### src/core/netind_pkg.sv
// How it works
// - Transmit indicator is held high about 50 ms after each transmit.
// - Collision indicator is held high about 50 ms after each collision.
// - Link pin role is sampled once, when the chip reset is released.
// - A floating or lamp-loaded link pin at release becomes open-drain output.
// - As output with an intact twisted-pair link, the pin is pulled low.
// - A broken twisted-pair link switches the open-drain driver off unless software forces link checking off.
// - With the AUI port selected, the link pin stays released.
// - A link pin held low at release is an input; link checking is off.
// - Squelch select low gives standard threshold, high the reduced one.
// - A 20 MHz clock divided from the core clock is driven on its own output.
// - Idle select high makes AUI outputs equal; low keeps positive higher.
// - Media port select high routes the codec to AUI, low to twisted pair.
package netind_pkg;

  ////////////////////////////////////////////////////////////////////////////
  // Timing
  localparam int unsigned CLK_FREQ_HZ = 200_000_000;
  localparam int unsigned STRETCH_TIME_MS = 50;
  localparam int unsigned STRETCH_CYCLES =
    CLK_FREQ_HZ / 1000 * STRETCH_TIME_MS;
  localparam int unsigned STRETCH_CNT_W = 24;
  localparam int unsigned AUX_CLK_FREQ_HZ = 20_000_000;
  localparam int unsigned AUX_HALF_CYCLES =
    CLK_FREQ_HZ / AUX_CLK_FREQ_HZ / 2;
  localparam int unsigned AUX_DIV_W = 3;
  localparam logic [AUX_DIV_W-1:0] AUX_DIV_LAST =
    AUX_DIV_W'(AUX_HALF_CYCLES - 1);
  localparam logic [AUX_DIV_W-1:0] AUX_DIV_RESET = 3'h0;

  ////////////////////////////////////////////////////////////////////////////
  // Pin synchronisers
  localparam int unsigned SYNC_STAGES = 3;
  localparam int unsigned NUM_PINS = 5;
  localparam int unsigned PIN_MEDIA = 0;
  localparam int unsigned PIN_SQUELCH = 1;
  localparam int unsigned PIN_IDLE = 2;
  localparam int unsigned PIN_TEST = 3;
  localparam int unsigned PIN_LINK = 4;

  ////////////////////////////////////////////////////////////////////////////
  // Register map
  localparam int unsigned ADDR_W = 12;
  localparam logic [ADDR_W-1:0] CTRL_OFFSET = 12'h000;
  localparam logic [ADDR_W-1:0] STATUS_OFFSET = 12'h004;
  localparam int unsigned CTRL_W = 2;
  localparam int unsigned CTRL_FORCE_OFF_BIT = 0;
  localparam int unsigned CTRL_LAMP_TEST_BIT = 1;
  localparam logic [CTRL_W-1:0] CTRL_RESET = 2'h0;
  localparam int unsigned ST_STRAP_INPUT_BIT = 0;
  localparam int unsigned ST_LINK_INTACT_BIT = 1;
  localparam int unsigned ST_TX_IND_BIT = 2;
  localparam int unsigned ST_COL_IND_BIT = 3;
  localparam int unsigned ST_AUI_BIT = 4;
  localparam int unsigned ST_SQUELCH_BIT = 5;
  localparam int unsigned ST_IDLE_EQ_BIT = 6;
  localparam int unsigned ST_TEST_PIN_BIT = 7;
  localparam int unsigned ST_CHECK_EN_BIT = 8;
  localparam logic [31:0] DATA_RESET = 32'h0000_0000;

  ////////////////////////////////////////////////////////////////////////////
  // Strap capture sequence
  typedef enum logic [2:0] {
    ST_HOLD   = 3'b001,
    ST_SAMPLE = 3'b010,
    ST_RUN    = 3'b100
  } strap_state_e;

endpackage

### src/core/activity_stretch.sv
`timescale 1ns/10ps
module activity_stretch
  import netind_pkg::*;
#(
  parameter int unsigned CNT_W = STRETCH_CNT_W,
  parameter logic [CNT_W-1:0] LOAD = CNT_W'(STRETCH_CYCLES)
)
(
  input wire logic i_clk,
  input wire logic i_rst,
  input wire logic i_event,
  output logic o_active
);

  logic [CNT_W-1:0] cnt_reg;
  logic [CNT_W-1:0] cnt_next;
  logic active_reg;
  logic active_next;

  ////////////////////////////////////////////////////////////////////////////
  // Countdown; a new event restarts it even mid-stretch
  always_comb
  begin
    cnt_next = cnt_reg;
    if (i_event)
    begin
      cnt_next = LOAD;
    end
    else if (cnt_reg != '0)
    begin
      cnt_next = cnt_reg - 1'b1;
    end
    active_next = (cnt_next != '0);
  end

  // State registers
  always_ff @(posedge i_clk)
  begin
    if (i_rst)
    begin
      cnt_reg <= '0;
      active_reg <= 1'b0;
    end
    else
    begin
      cnt_reg <= cnt_next;
      active_reg <= active_next;
    end
  end

  assign o_active = active_reg;

endmodule // activity_stretch

### src/core/network_status_indicators.sv
// Our own choices: the address map and the APB register port.
`timescale 1ns/10ps
module network_status_indicators
  import netind_pkg::*;
#(
  parameter int unsigned STRETCH_LEN = STRETCH_CYCLES
)
(
  input wire logic I_CLK,
  input wire logic I_RST,
  // APB slave
  input wire logic I_PSEL,
  input wire logic I_PENABLE,
  input wire logic I_PWRITE,
  input wire logic [ADDR_W-1:0] I_PADDR,
  input wire logic [31:0] I_PWDATA,
  output logic [31:0] O_PRDATA,
  output logic O_PREADY,
  output logic O_PSLVERR,
  // Events from codec and link monitor, same clock
  input wire logic I_TX_EVENT,
  input wire logic I_COL_EVENT,
  input wire logic I_LINK_INTACT,
  // Pins, asynchronous
  input wire logic I_MEDIA_PORT_SELECT,
  input wire logic I_SQUELCH_LEVEL_SELECT,
  input wire logic I_IDLE_LEVEL_SELECT,
  input wire logic I_FACTORY_TEST,
  input wire logic I_LINK_GOOD_OR_DISABLE_PIN_I,
  // Outputs
  output logic O_TRANSMIT_ACTIVITY_INDICATOR,
  output logic O_COLLISION_INDICATOR,
  output logic O_LINK_GOOD_OR_DISABLE_PIN_O,
  output logic O_LINK_GOOD_OR_DISABLE_PIN_OE,
  output logic O_LINK_CHECK_ENABLE,
  output logic O_SQUELCH_REDUCED,
  output logic O_AUI_IDLE_EQUAL,
  output logic O_AUI_SELECTED,
  output logic O_CLK_20MHZ
);

  ////////////////////////////////////////////////////////////////////////////
  // Declarations
  logic [NUM_PINS-1:0] pin_raw;
  logic [NUM_PINS-1:0] sync1_reg;
  logic [NUM_PINS-1:0] sync2_reg;
  logic [NUM_PINS-1:0] sync3_reg;
  logic [NUM_PINS-1:0] filt_reg;
  logic [NUM_PINS-1:0] filt_next;
  strap_state_e strap_reg;
  strap_state_e strap_next;
  logic out_mode_reg;
  logic out_mode_next;
  logic [1:0] act_event;
  logic [1:0] act_on;
  logic tx_ind_reg;
  logic tx_ind_next;
  logic col_ind_reg;
  logic col_ind_next;
  logic link_oe_reg;
  logic link_oe_next;
  logic link_o_reg;
  logic check_en_reg;
  logic check_en_next;
  logic squelch_reg;
  logic squelch_next;
  logic idle_eq_reg;
  logic idle_eq_next;
  logic aui_reg;
  logic aui_next;
  logic [AUX_DIV_W-1:0] div_reg;
  logic [AUX_DIV_W-1:0] div_next;
  logic aux_clk_reg;
  logic aux_clk_next;
  logic [CTRL_W-1:0] ctrl_reg;
  logic [CTRL_W-1:0] ctrl_next;
  logic pready_reg;
  logic pready_next;
  logic pslverr_reg;
  logic pslverr_next;
  logic [31:0] prdata_reg;
  logic [31:0] prdata_next;
  logic [31:0] status_word;
  logic [1:0] sel;
  logic access;

  ////////////////////////////////////////////////////////////////////////////
  // One-hot register select: bit 0 control, bit 1 status
  function automatic logic [1:0] decode_reg(input logic [ADDR_W-1:0] a);
    logic [1:0] r;
    r = 2'h0;
    if (a == CTRL_OFFSET)
    begin
      r[0] = 1'b1;
    end
    if (a == STATUS_OFFSET)
    begin
      r[1] = 1'b1;
    end
    return r;
  endfunction

  ////////////////////////////////////////////////////////////////////////////
  // Pin synchronisers; not reset so the strap is valid right at release
  assign pin_raw[PIN_MEDIA] = I_MEDIA_PORT_SELECT;
  assign pin_raw[PIN_SQUELCH] = I_SQUELCH_LEVEL_SELECT;
  assign pin_raw[PIN_IDLE] = I_IDLE_LEVEL_SELECT;
  assign pin_raw[PIN_TEST] = I_FACTORY_TEST;
  assign pin_raw[PIN_LINK] = I_LINK_GOOD_OR_DISABLE_PIN_I;

  genvar gp;
  generate
    for (gp = 0; gp < NUM_PINS; gp++)
    begin : g_pin
      // Change accepted only when stages two and three agree
      always_comb
      begin
        filt_next[gp] = filt_reg[gp];
        if (sync2_reg[gp] == sync3_reg[gp])
        begin
          filt_next[gp] = sync3_reg[gp];
        end
      end

      always_ff @(posedge I_CLK)
      begin
        sync1_reg[gp] <= pin_raw[gp];
        sync2_reg[gp] <= sync1_reg[gp];
        sync3_reg[gp] <= sync2_reg[gp];
        filt_reg[gp] <= filt_next[gp];
      end
    end
  endgenerate

  ////////////////////////////////////////////////////////////////////////////
  // Strap capture: the link pin role is fixed once per reset release
  always_comb
  begin
    strap_next = strap_reg;
    out_mode_next = out_mode_reg;
    case (strap_reg)
      ST_HOLD:
      begin
        strap_next = ST_SAMPLE;
      end
      ST_SAMPLE:
      begin
        // Pull-up reads high when open or lamp-loaded
        out_mode_next = filt_reg[PIN_LINK];
        strap_next = ST_RUN;
      end
      ST_RUN:
      begin
        strap_next = ST_RUN;
      end
      default:
      begin
        strap_next = ST_HOLD;
      end
    endcase
  end

  always_ff @(posedge I_CLK)
  begin
    if (I_RST)
    begin
      strap_reg <= ST_HOLD;
      out_mode_reg <= 1'b0;
    end
    else
    begin
      strap_reg <= strap_next;
      out_mode_reg <= out_mode_next;
    end
  end

  ////////////////////////////////////////////////////////////////////////////
  // Activity stretchers, transmit in slot 0 and collision in slot 1
  assign act_event = {I_COL_EVENT, I_TX_EVENT};

  genvar ga;
  generate
    for (ga = 0; ga < 2; ga++)
    begin : g_act
      activity_stretch #(
        .CNT_W(STRETCH_CNT_W),
        .LOAD(STRETCH_CNT_W'(STRETCH_LEN))
      ) u_stretch (
        .i_clk(I_CLK),
        .i_rst(I_RST),
        .i_event(act_event[ga]),
        .o_active(act_on[ga])
      );
    end
  endgenerate

  ////////////////////////////////////////////////////////////////////////////
  // Pin-facing outputs; lamp test lights both indicators from software
  always_comb
  begin
    tx_ind_next = act_on[0] | ctrl_reg[CTRL_LAMP_TEST_BIT];
    col_ind_next = act_on[1] | ctrl_reg[CTRL_LAMP_TEST_BIT];
    aui_next = filt_reg[PIN_MEDIA];
    squelch_next = filt_reg[PIN_SQUELCH];
    idle_eq_next = filt_reg[PIN_IDLE];
    // Checking off when strapped as input or forced off by software
    check_en_next = out_mode_next
      & ~ctrl_reg[CTRL_FORCE_OFF_BIT];
    // Open-drain: enable pulls low; link taken as good when unchecked
    link_oe_next = out_mode_next
      & ~aui_next
      & (I_LINK_INTACT | ~check_en_next);
  end

  always_ff @(posedge I_CLK)
  begin
    if (I_RST)
    begin
      tx_ind_reg <= 1'b0;
      col_ind_reg <= 1'b0;
      aui_reg <= 1'b0;
      squelch_reg <= 1'b0;
      idle_eq_reg <= 1'b0;
      check_en_reg <= 1'b0;
      link_oe_reg <= 1'b0;
      link_o_reg <= 1'b0;
    end
    else
    begin
      tx_ind_reg <= tx_ind_next;
      col_ind_reg <= col_ind_next;
      aui_reg <= aui_next;
      squelch_reg <= squelch_next;
      idle_eq_reg <= idle_eq_next;
      check_en_reg <= check_en_next;
      link_oe_reg <= link_oe_next;
      link_o_reg <= 1'b0; // Open-drain data is always low
    end
  end

  ////////////////////////////////////////////////////////////////////////////
  // 20 MHz clock output, divided from the core clock
  always_comb
  begin
    div_next = div_reg + 1'b1;
    aux_clk_next = aux_clk_reg;
    if (div_reg == AUX_DIV_LAST)
    begin
      div_next = AUX_DIV_RESET;
      aux_clk_next = ~aux_clk_reg;
    end
  end

  always_ff @(posedge I_CLK)
  begin
    if (I_RST)
    begin
      div_reg <= AUX_DIV_RESET;
      aux_clk_reg <= 1'b0;
    end
    else
    begin
      div_reg <= div_next;
      aux_clk_reg <= aux_clk_next;
    end
  end

  ////////////////////////////////////////////////////////////////////////////
  // APB slave; one wait state so every bus output leaves a flop
  assign sel = decode_reg(I_PADDR);
  assign access = I_PSEL & I_PENABLE & pready_reg;

  always_comb
  begin
    status_word = DATA_RESET;
    status_word[ST_STRAP_INPUT_BIT] = ~out_mode_reg;
    status_word[ST_LINK_INTACT_BIT] = I_LINK_INTACT;
    status_word[ST_TX_IND_BIT] = tx_ind_reg;
    status_word[ST_COL_IND_BIT] = col_ind_reg;
    status_word[ST_AUI_BIT] = aui_reg;
    status_word[ST_SQUELCH_BIT] = squelch_reg;
    status_word[ST_IDLE_EQ_BIT] = idle_eq_reg;
    status_word[ST_TEST_PIN_BIT] = filt_reg[PIN_TEST];
    status_word[ST_CHECK_EN_BIT] = check_en_reg;
  end

  always_comb
  begin
    ctrl_next = ctrl_reg;
    pready_next = I_PSEL & I_PENABLE & ~pready_reg;
    pslverr_next = 1'b0;
    prdata_next = DATA_RESET;
    if (pready_next)
    begin
      pslverr_next = (sel == 2'h0);
      if (!I_PWRITE && sel[1])
      begin
        prdata_next = status_word;
      end
      else if (!I_PWRITE && sel[0])
      begin
        prdata_next = {{(32 - CTRL_W){1'b0}}, ctrl_reg};
      end
    end
    // Write lands only at the completing edge
    if (access && I_PWRITE && sel[0])
    begin
      ctrl_next = I_PWDATA[CTRL_W-1:0];
    end
  end

  always_ff @(posedge I_CLK)
  begin
    if (I_RST)
    begin
      ctrl_reg <= CTRL_RESET;
      pready_reg <= 1'b0;
      pslverr_reg <= 1'b0;
      prdata_reg <= DATA_RESET;
    end
    else
    begin
      ctrl_reg <= ctrl_next;
      pready_reg <= pready_next;
      pslverr_reg <= pslverr_next;
      prdata_reg <= prdata_next;
    end
  end

  ////////////////////////////////////////////////////////////////////////////
  // Output drive
  assign O_PRDATA = prdata_reg;
  assign O_PREADY = pready_reg;
  assign O_PSLVERR = pslverr_reg;
  assign O_TRANSMIT_ACTIVITY_INDICATOR = tx_ind_reg;
  assign O_COLLISION_INDICATOR = col_ind_reg;
  assign O_LINK_GOOD_OR_DISABLE_PIN_O = link_o_reg;
  assign O_LINK_GOOD_OR_DISABLE_PIN_OE = link_oe_reg;
  assign O_LINK_CHECK_ENABLE = check_en_reg;
  assign O_SQUELCH_REDUCED = squelch_reg;
  assign O_AUI_IDLE_EQUAL = idle_eq_reg;
  assign O_AUI_SELECTED = aui_reg;
  assign O_CLK_20MHZ = aux_clk_reg;

endmodule // network_status_indicators

### config.mk
export PLATFORM = sky130hd
export DESIGN_NAME = network_status_indicators
export DESIGN_NICKNAME = d
export VERILOG_FILES = /design/src/core/netind_pkg.sv /design/src/core/activity_stretch.sv /design/src/core/network_status_indicators.sv
export SDC_FILE = /design/constraint.sdc
export NUM_CORES = 1
export LEC_CHECK = 0
export ABC_AREA = 1
export BUFFER_PORTS_ARGS = -buffer_cell sky130_fd_sc_hd__buf_4
export CAP_MARGIN = 20
export CORE_MARGIN = 2
export CORE_UTILIZATION = 60
export DETAILED_ROUTE_END_ITERATION = 6
export PLACE_DENSITY = 0.86
export SLEW_MARGIN = 30
export SYNTH_ARGS = -nofsm -noshare
export SYNTH_HDL_FRONTEND = slang
export SYNTH_SLANG_ARGS = --single-unit
### constraint.sdc
create_clock -name I_CLK -period 5.5 [get_ports I_CLK]
set_input_delay 0.825 -clock I_CLK [delete_from_list [all_inputs] [get_ports I_CLK]]
set_output_delay 0.825 -clock I_CLK [all_outputs]
set_load 0.03 [all_outputs]
# Yosys cells after proc, flatten, opt, wreduce, memory -nomap -nowiden

Cells that the tools add are included.

Register bits: 121
Bits in latches: 0
Output and inout bits: 43
ROM bits: 0
Memories: 0
Memory bits (writable): 0

Div/mod/pow operators: 0
Shift operators: 0
Order comparisons: 0
Bitwise gates (word level): 16
Eq/ne operators: 10
Add/sub/neg operators: 3
Multipliers: 0
Muxes and demuxes: 10
Reductions and logical operators: 15

Operators by type and width:

| operator              | count |
|---|---|
| $mux 24               | 4 |
| $reduce_bool 24->1    | 4 |
| $sub 24x1->24 const B | 2 |
| $eq 12x3->1 const B   | 1 |
| $logic_not 12->1      | 1 |
| $mux 9                | 1 |
| $not 1->1             | 7 |
| $and 1x1->1           | 6 |
| $eq 3x3->1 const B    | 2 |
| $pmux 3 s2            | 1 |
| $reduce_or 2->1       | 3 |
| $eq 1x1->1            | 5 |
| $logic_and 1x1->1     | 4 |
| $add 3x1->3 const B   | 1 |
| $eq 3x1->1 const B    | 1 |
| $eq 3x2->1 const B    | 1 |
| $mux 1                | 3 |
| $or 1x1->1            | 3 |
| $reduce_or 3->1       | 1 |
| $logic_not 2->1       | 1 |
| $mux 2                | 1 |
| $logic_not 1->1       | 1 |

# Longest topological paths before layout

Depth in word-level cells: 6
Depth in mapped cells: 15

# Cells and area by module

From an unflattened synthesis, not the netlist that was laid out.

Cells, all modules: 751
Area, all modules: 5185.0 um^2

By module, submodules not included:

| module                    | cells each | times used | area an instance (um^2) |
|---|---|---|---|
| activity_stretch          | 286        | 2          | 1706.6 |
| network_status_indicators | 179        | 1          | 1771.7 |

# Least setup slack after synthesis

Ideal clock, no wire load.

Path type: input port to flip-flop
From: in I_PADDR[4]
To: reg prdata_reg[0], in the netlist O_PRDATA[0]
Data arrival time: 1.854 ns
Cell stages on the path: 5
Required time: 5.418 ns
Buffers on the path: 0
Path slack: 3.564 ns
Library setup time: 0.082 ns
Path through: nor4_1 -> nand2_1 -> nor4_1 -> nand4_1 -> o22ai_1

Cells in the longest elaborated chain, start to end: 5

Ends and longest elaborated chain:

| what                   | RTL line                         | RTL |
|---|---|---|
| start: declaration     | network_status_indicators.sv:15  | `input wire logic [ADDR_W-1:0] I_PADDR,` |
| $logic_not 12->1       | network_status_indicators.sv:92  | `if (a == CTRL_OFFSET)` |
| $mux 1                 | network_status_indicators.sv:92  |  |
| $logic_and 1x1->1      | network_status_indicators.sv:300 | `else if (!I_PWRITE && sel[0])` |
| $mux 2                 | network_status_indicators.sv:300 |  |
| $mux 9 *               | network_status_indicators.sv:296 | `if (!I_PWRITE && sel[1])` |
| end signal: assignment | network_status_indicators.sv:326 | `prdata_reg <= prdata_next;` |
| end: declaration       | network_status_indicators.sv:81  | `logic [31:0] prdata_reg;` |

Every way passes the cells marked *; elsewhere a longest branch is shown, timed or not.
A chain may end at the register's enable or synchronous reset.

# Worst setup path in the final report

From: reg g_act[1].u_stretch.cnt_reg[0]
To: reg g_act[1].u_stretch.active_reg

Cells in the longest elaborated chain, start to end: 4

Ends and longest elaborated chain:

| what                                                       | RTL line                                       | RTL |
|---|---|---|
| start: declaration                                         | activity_stretch.sv:15                         | `logic [CNT_W-1:0] cnt_reg;` |
| start signal: assignment                                   | activity_stretch.sv:46                         | `cnt_reg <= cnt_next;` |
| $sub 24x1->24 / $reduce_bool 24->1 (equally long branches) | activity_stretch.sv:31, activity_stretch.sv:29 |  |
| $mux 24 *                                                  | activity_stretch.sv:29                         | `else if (cnt_reg != '0)` |
| $mux 24 *                                                  | activity_stretch.sv:25                         | `if (i_event)` |
| $reduce_bool 24->1 *                                       | activity_stretch.sv:33                         | `active_next = (cnt_next != '0);` |
| end signal: assignment                                     | activity_stretch.sv:47                         | `active_reg <= active_next;` |
| end: declaration                                           | activity_stretch.sv:17                         | `logic active_reg;` |

Marks and branches as above.

==> impl.org <==
** Die
- Measured along the x axis, the die boundary spans 95.55 um.
- The floorplan step defined a die boundary enclosing 9129 um^2.
- Total I/O pin count :: 100
- The floorplan has 33 rows.
- Die outline height :: 95.55 um
- Total core area :: 8175 um^2
- The initial utilization of the core area, before any placement, comes to 0.6151.

** Worst setup path
- Cells traversed along the worst timing path :: clkinv_1, ha_1, nand2_1, nor2_2, nand3_2, nand2_1, nand3_1, nand3_1, nor2_1, nand3_1, nor2_1, nor2_1
- The critical path is of the reg2reg type.
- At the worst endpoint, the required time is 5.74 ns.
- Slowest stage cell, crit path :: sky130_fd_sc_hd__dfxtp_1
- Counting cells, the worst reg-to-reg path comes to 12.
- For this run, the slowest stage of the critical path takes 0.38 ns.
- Crit path arrival time :: 2.58 ns
- Largest fanout on the critical path :: 23
- STA classifies the critical path endpoint as a flop.
- Crit path launch type :: flop

** Synthesis
- Synthesized-area fraction occupied by xor and xnor cells :: 0.02264
- The Yosys step of the flow raised 0 warnings.
- A synthesized cell averages 6.888 um^2.
- Largest area contributor in the synthesized netlist :: sky130_fd_sc_hd__dfxtp_1
- Area fraction in compound gates after synthesis :: 0.03658
- After synthesis, the largest family of logic cells by area is simple AND/OR/NAND/NOR gates.
- For this run, the register share of the synthesized area comes to 0.4001.
- After technology mapping, the gate count stands at 730.
- Synthesized area :: 5029 um^2
- Cell variety after synth :: 35
- Multiplexer share of the synthesized area :: 0.001991
- Flops & latches, synth :: 98
- Post-synthesis share of cell area spent on and, or, nand and nor gates :: 0.4123
- Of the total synthesized cell area, the portion taken by full adders, half adders and majority gates is 0.01493.
- Post-synth top area share :: 0.3702
- Synth area leaders :: sky130_fd_sc_hd__dfxtp_1 37%, sky130_fd_sc_hd__nand2_1 13%, sky130_fd_sc_hd__nor2_1 10%, sky130_fd_sc_hd__nand3_1 6.4%, sky130_fd_sc_hd__inv_1 5.5%

** CTS
- Total of hold buffers inserted after clock tree synthesis :: 0
- The clock reaches the later pin of the worst-skew pair after 0.37 ns.
- Clock slew at reported path FFs :: 0.11 ns
- Root buffer cell :: sky130_fd_sc_hd__clkbuf_8
- Number of sinks driven by the clock tree :: 98
- Number of cells upsized or downsized after cts :: 0
- H-tree lvl count :: 3
- Clock tree buffer depth :: 2
- Num CTS Buffers :: 9
- Number of post-CTS setup repair buffers :: 0
- TritonCTS built the clock tree.

** Timing
- In the finished design, the share of the clock period the worst path needs comes to 0.4239.
- Hold violation total from the final report :: 0
- Setup violations remaining at the end of the flow were counted as 0.
- Slew at the pin closest to its max-slew limit :: 0.8280 ns
- Aggregate negative setup slack :: 0 ns
- Unrepaired setup endpoints after global routing :: no
- The count of final max-slew check failures was 0.
- For the finished layout, the period the worst path requires is 2.331 ns.
- On the final layout, the worst clock skew is 0.01025 ns.
- In this run the tightest slew margin relative to its limit is 0.4474.
- For this run, the top clock speed supported by timing is 428.9 MHz.

** Drt
- WL/cell :: 13.12 um
- Remaining number of nets flagged by the antenna check after routing :: 0
- Via count :: 4640
- DRT Pass-1 Iters :: 5
- Number of DRC violations after detailed-routing iteration 0 :: 258
- Total DRC errors in the routed layout :: 0
- Dividing the detail-routed via count by the number of cells gives 5.279.
- The routed design has 11.54 mm of wire.

** GRT
- For this run, the total global-route usage over all layers was measured as 0.2690.
- The first global-routing pass estimated 19.46 mm of wire.
- The via count of the first global-routing pass came to 4481.
- The total overflow left after global routing is 0.
- Number of antenna violations at the first check in global routing :: 0
- Entering global routing, the biggest net connects 63 pins.

** Finish
- Final antenna diode count :: 0
- After routing the design area is 5535 um^2.
- Of the cells placed in the final design, the portion with a size suffix greater than 1 is 0.1253.
- Number of inserted filler cells in the final layout :: 682
- The register with the most flip-flops in the layout has 48 of them.
- Layout net count :: 832
- Area growth, synth to finish :: 10.08%
- In the final layout, the multi-input gates occupy 2546 um^2.
- Sequential Area :: 2012 um^2

** Pwr
- IR analysis of the VDD net gives a maximum drop of 186.1 uV.
- Power spread over the standard cell area amounts to 309.4 nW/um^2.
- Leakage Power :: 2.632 nW

** Placement
- Weighted congestion at the end of routability-driven global placement :: 0.9391
- Area of placed instances :: 5316 um^2
- The HPWL after detailed placement is 8.393 mm.
- Count of port buffers added during placement :: 45

** Worst hold path
- Hold path cells :: 0
- Type of the worst min-delay path :: reg2reg

** Outcome
- Status :: finished clean

** Run
- Across the run, the number of max-cap violations was 0.
==> power by group <==
part	switching, W	internal (W)	total (W)
Combinational	0.000278	0.000129	0.000407
Clock	0.000283	0.000226	0.000509
Sequential	0.0000372	0.000759	0.000796
Total	0.000598	0.00111	0.00171
==> per-layer routing <==
metal / part of all wire / wire length (um) / vias to the layer above / GRT usage
met4: 0.033 / 386 / 0 / 0.1440
met5: 0 / 0 / - / 0
met3: 0.059 / 685 / 38 / 0.03953
met2: 0.52 / 5963 / 151 / 0.4790
li1: - / - / 2347 / -
met1: 0.39 / 4500 / 2104 / 0.3086
==> per-stage QoR <==
step	utilization	worst slack [ns]	instances	power [W]	hold WS, ns
final	0.6771	3.169	879	0.001712	0.3347
after global routing	0.6771	2.906	879	0.001812	0.3506
after CTS	0.6771	3.153	879	0.001717	0.3381
after detailed placement	0.6503	2.964	863	0.001211	0.3138
after global placement	0.6503	2.972	863	0.001195	0.3107
after floorplan	-	3.564	753	0.001130	0.3096
==> layout make-up <==
cell class	instances	area share
Multi-Input combinational cell	538	0.4600
Inverter	77	0.05222
Sequential cell	98	0.3635
Tap cell	105	0.02373
Clock buffer	9	0.02238
Clock inverter	7	0.01718
Timing Repair Buffer	45	0.06103
==> placed cells by master (no fill, tap or decap), types with 2 or more instances in the layout <==
cell type                  synthesis  final
sky130_fd_sc_hd__a21oi_1          16     16
sky130_fd_sc_hd__buf_4            25     45
sky130_fd_sc_hd__clkbuf_8          0      9
sky130_fd_sc_hd__clkinv_1          3      3
sky130_fd_sc_hd__conb_1            1     24
sky130_fd_sc_hd__dfxtp_1          93     93
sky130_fd_sc_hd__edfxtp_1          5      5
sky130_fd_sc_hd__ha_1              6      6
sky130_fd_sc_hd__inv_1            74     74
sky130_fd_sc_hd__inv_8             0      3
sky130_fd_sc_hd__nand2_1         175    175
sky130_fd_sc_hd__nand2_2           6      6
sky130_fd_sc_hd__nand3_1          64     64
sky130_fd_sc_hd__nand3_2           2      2
sky130_fd_sc_hd__nand3b_1          8      8
sky130_fd_sc_hd__nand4_1          22     22
sky130_fd_sc_hd__nor2_1          139    139
sky130_fd_sc_hd__nor2_2           17     17
sky130_fd_sc_hd__nor2_4            8      8
sky130_fd_sc_hd__nor3_1           15     15
sky130_fd_sc_hd__nor4_1            2      2
sky130_fd_sc_hd__o211ai_1          4      4
sky130_fd_sc_hd__o21ai_0           7      7
sky130_fd_sc_hd__o21ai_1           2      2
sky130_fd_sc_hd__o22ai_1           2      2
sky130_fd_sc_hd__xnor2_1           8      8
sky130_fd_sc_hd__xor2_1            5      5
==> kinds of logic (layout without fill, tap and decap cells) <==
group | count (synthesis) | count (layout)
and+or+nand+nor | 461 | 461
buffers and inverters | 117 | 138
DFF | 98 | 98
AOI/OAI and AO/OA | 33 | 33
xor gates and xnor gates | 13 | 13
adders and majority gates | 6 | 6
other | 1 | 24
muxes | 1 | 1
==> worst max-delay path: cells and delay by family (launching register included) <==
family | cells | cell delay [ns]
simple gates | 10 | 1.23
flops | 1 | 0.38
fa+ha+maj | 1 | 0.33
buf+inv | 1 | 0.26
==> Yosys cell counts, drive strengths merged <==
| master | instances |
|---|---|
| dfxtp | 93 |
| nor4 | 2 |
| mux2i | 1 |
| nand2 | 182 |
| nand3b | 8 |
| o211ai | 4 |
| clkbuf | 10 |
| nand3 | 67 |
| inv | 74 |
| ha | 6 |
| conb | 1 |
| nor3 | 15 |
| a21oi | 17 |
| xnor2 | 8 |
| o21ai | 9 |
| xor2 | 5 |
| clkinv | 3 |
| o22ai | 2 |
| a211oi | 1 |
| nor2 | 164 |
| edfxtp | 5 |
| buf | 30 |
| nand4 | 22 |
| and2 | 1 |
==> worst paths after layout <==
path / from / endpoint / slack [ns]
worst max-delay path: g_act[1].u_stretch.cnt_reg[0] / g_act[1].u_stretch.o_active / 3.17
worst min-delay path: sync1_reg[4] / sync2_reg[4] / 0.33
worst max register to register: g_act[1].u_stretch.cnt_reg[0] / g_act[1].u_stretch.o_active / 3.17
worst min register to register: sync1_reg[4] / sync2_reg[4] / 0.33
(Power assumes the default switching activity.)
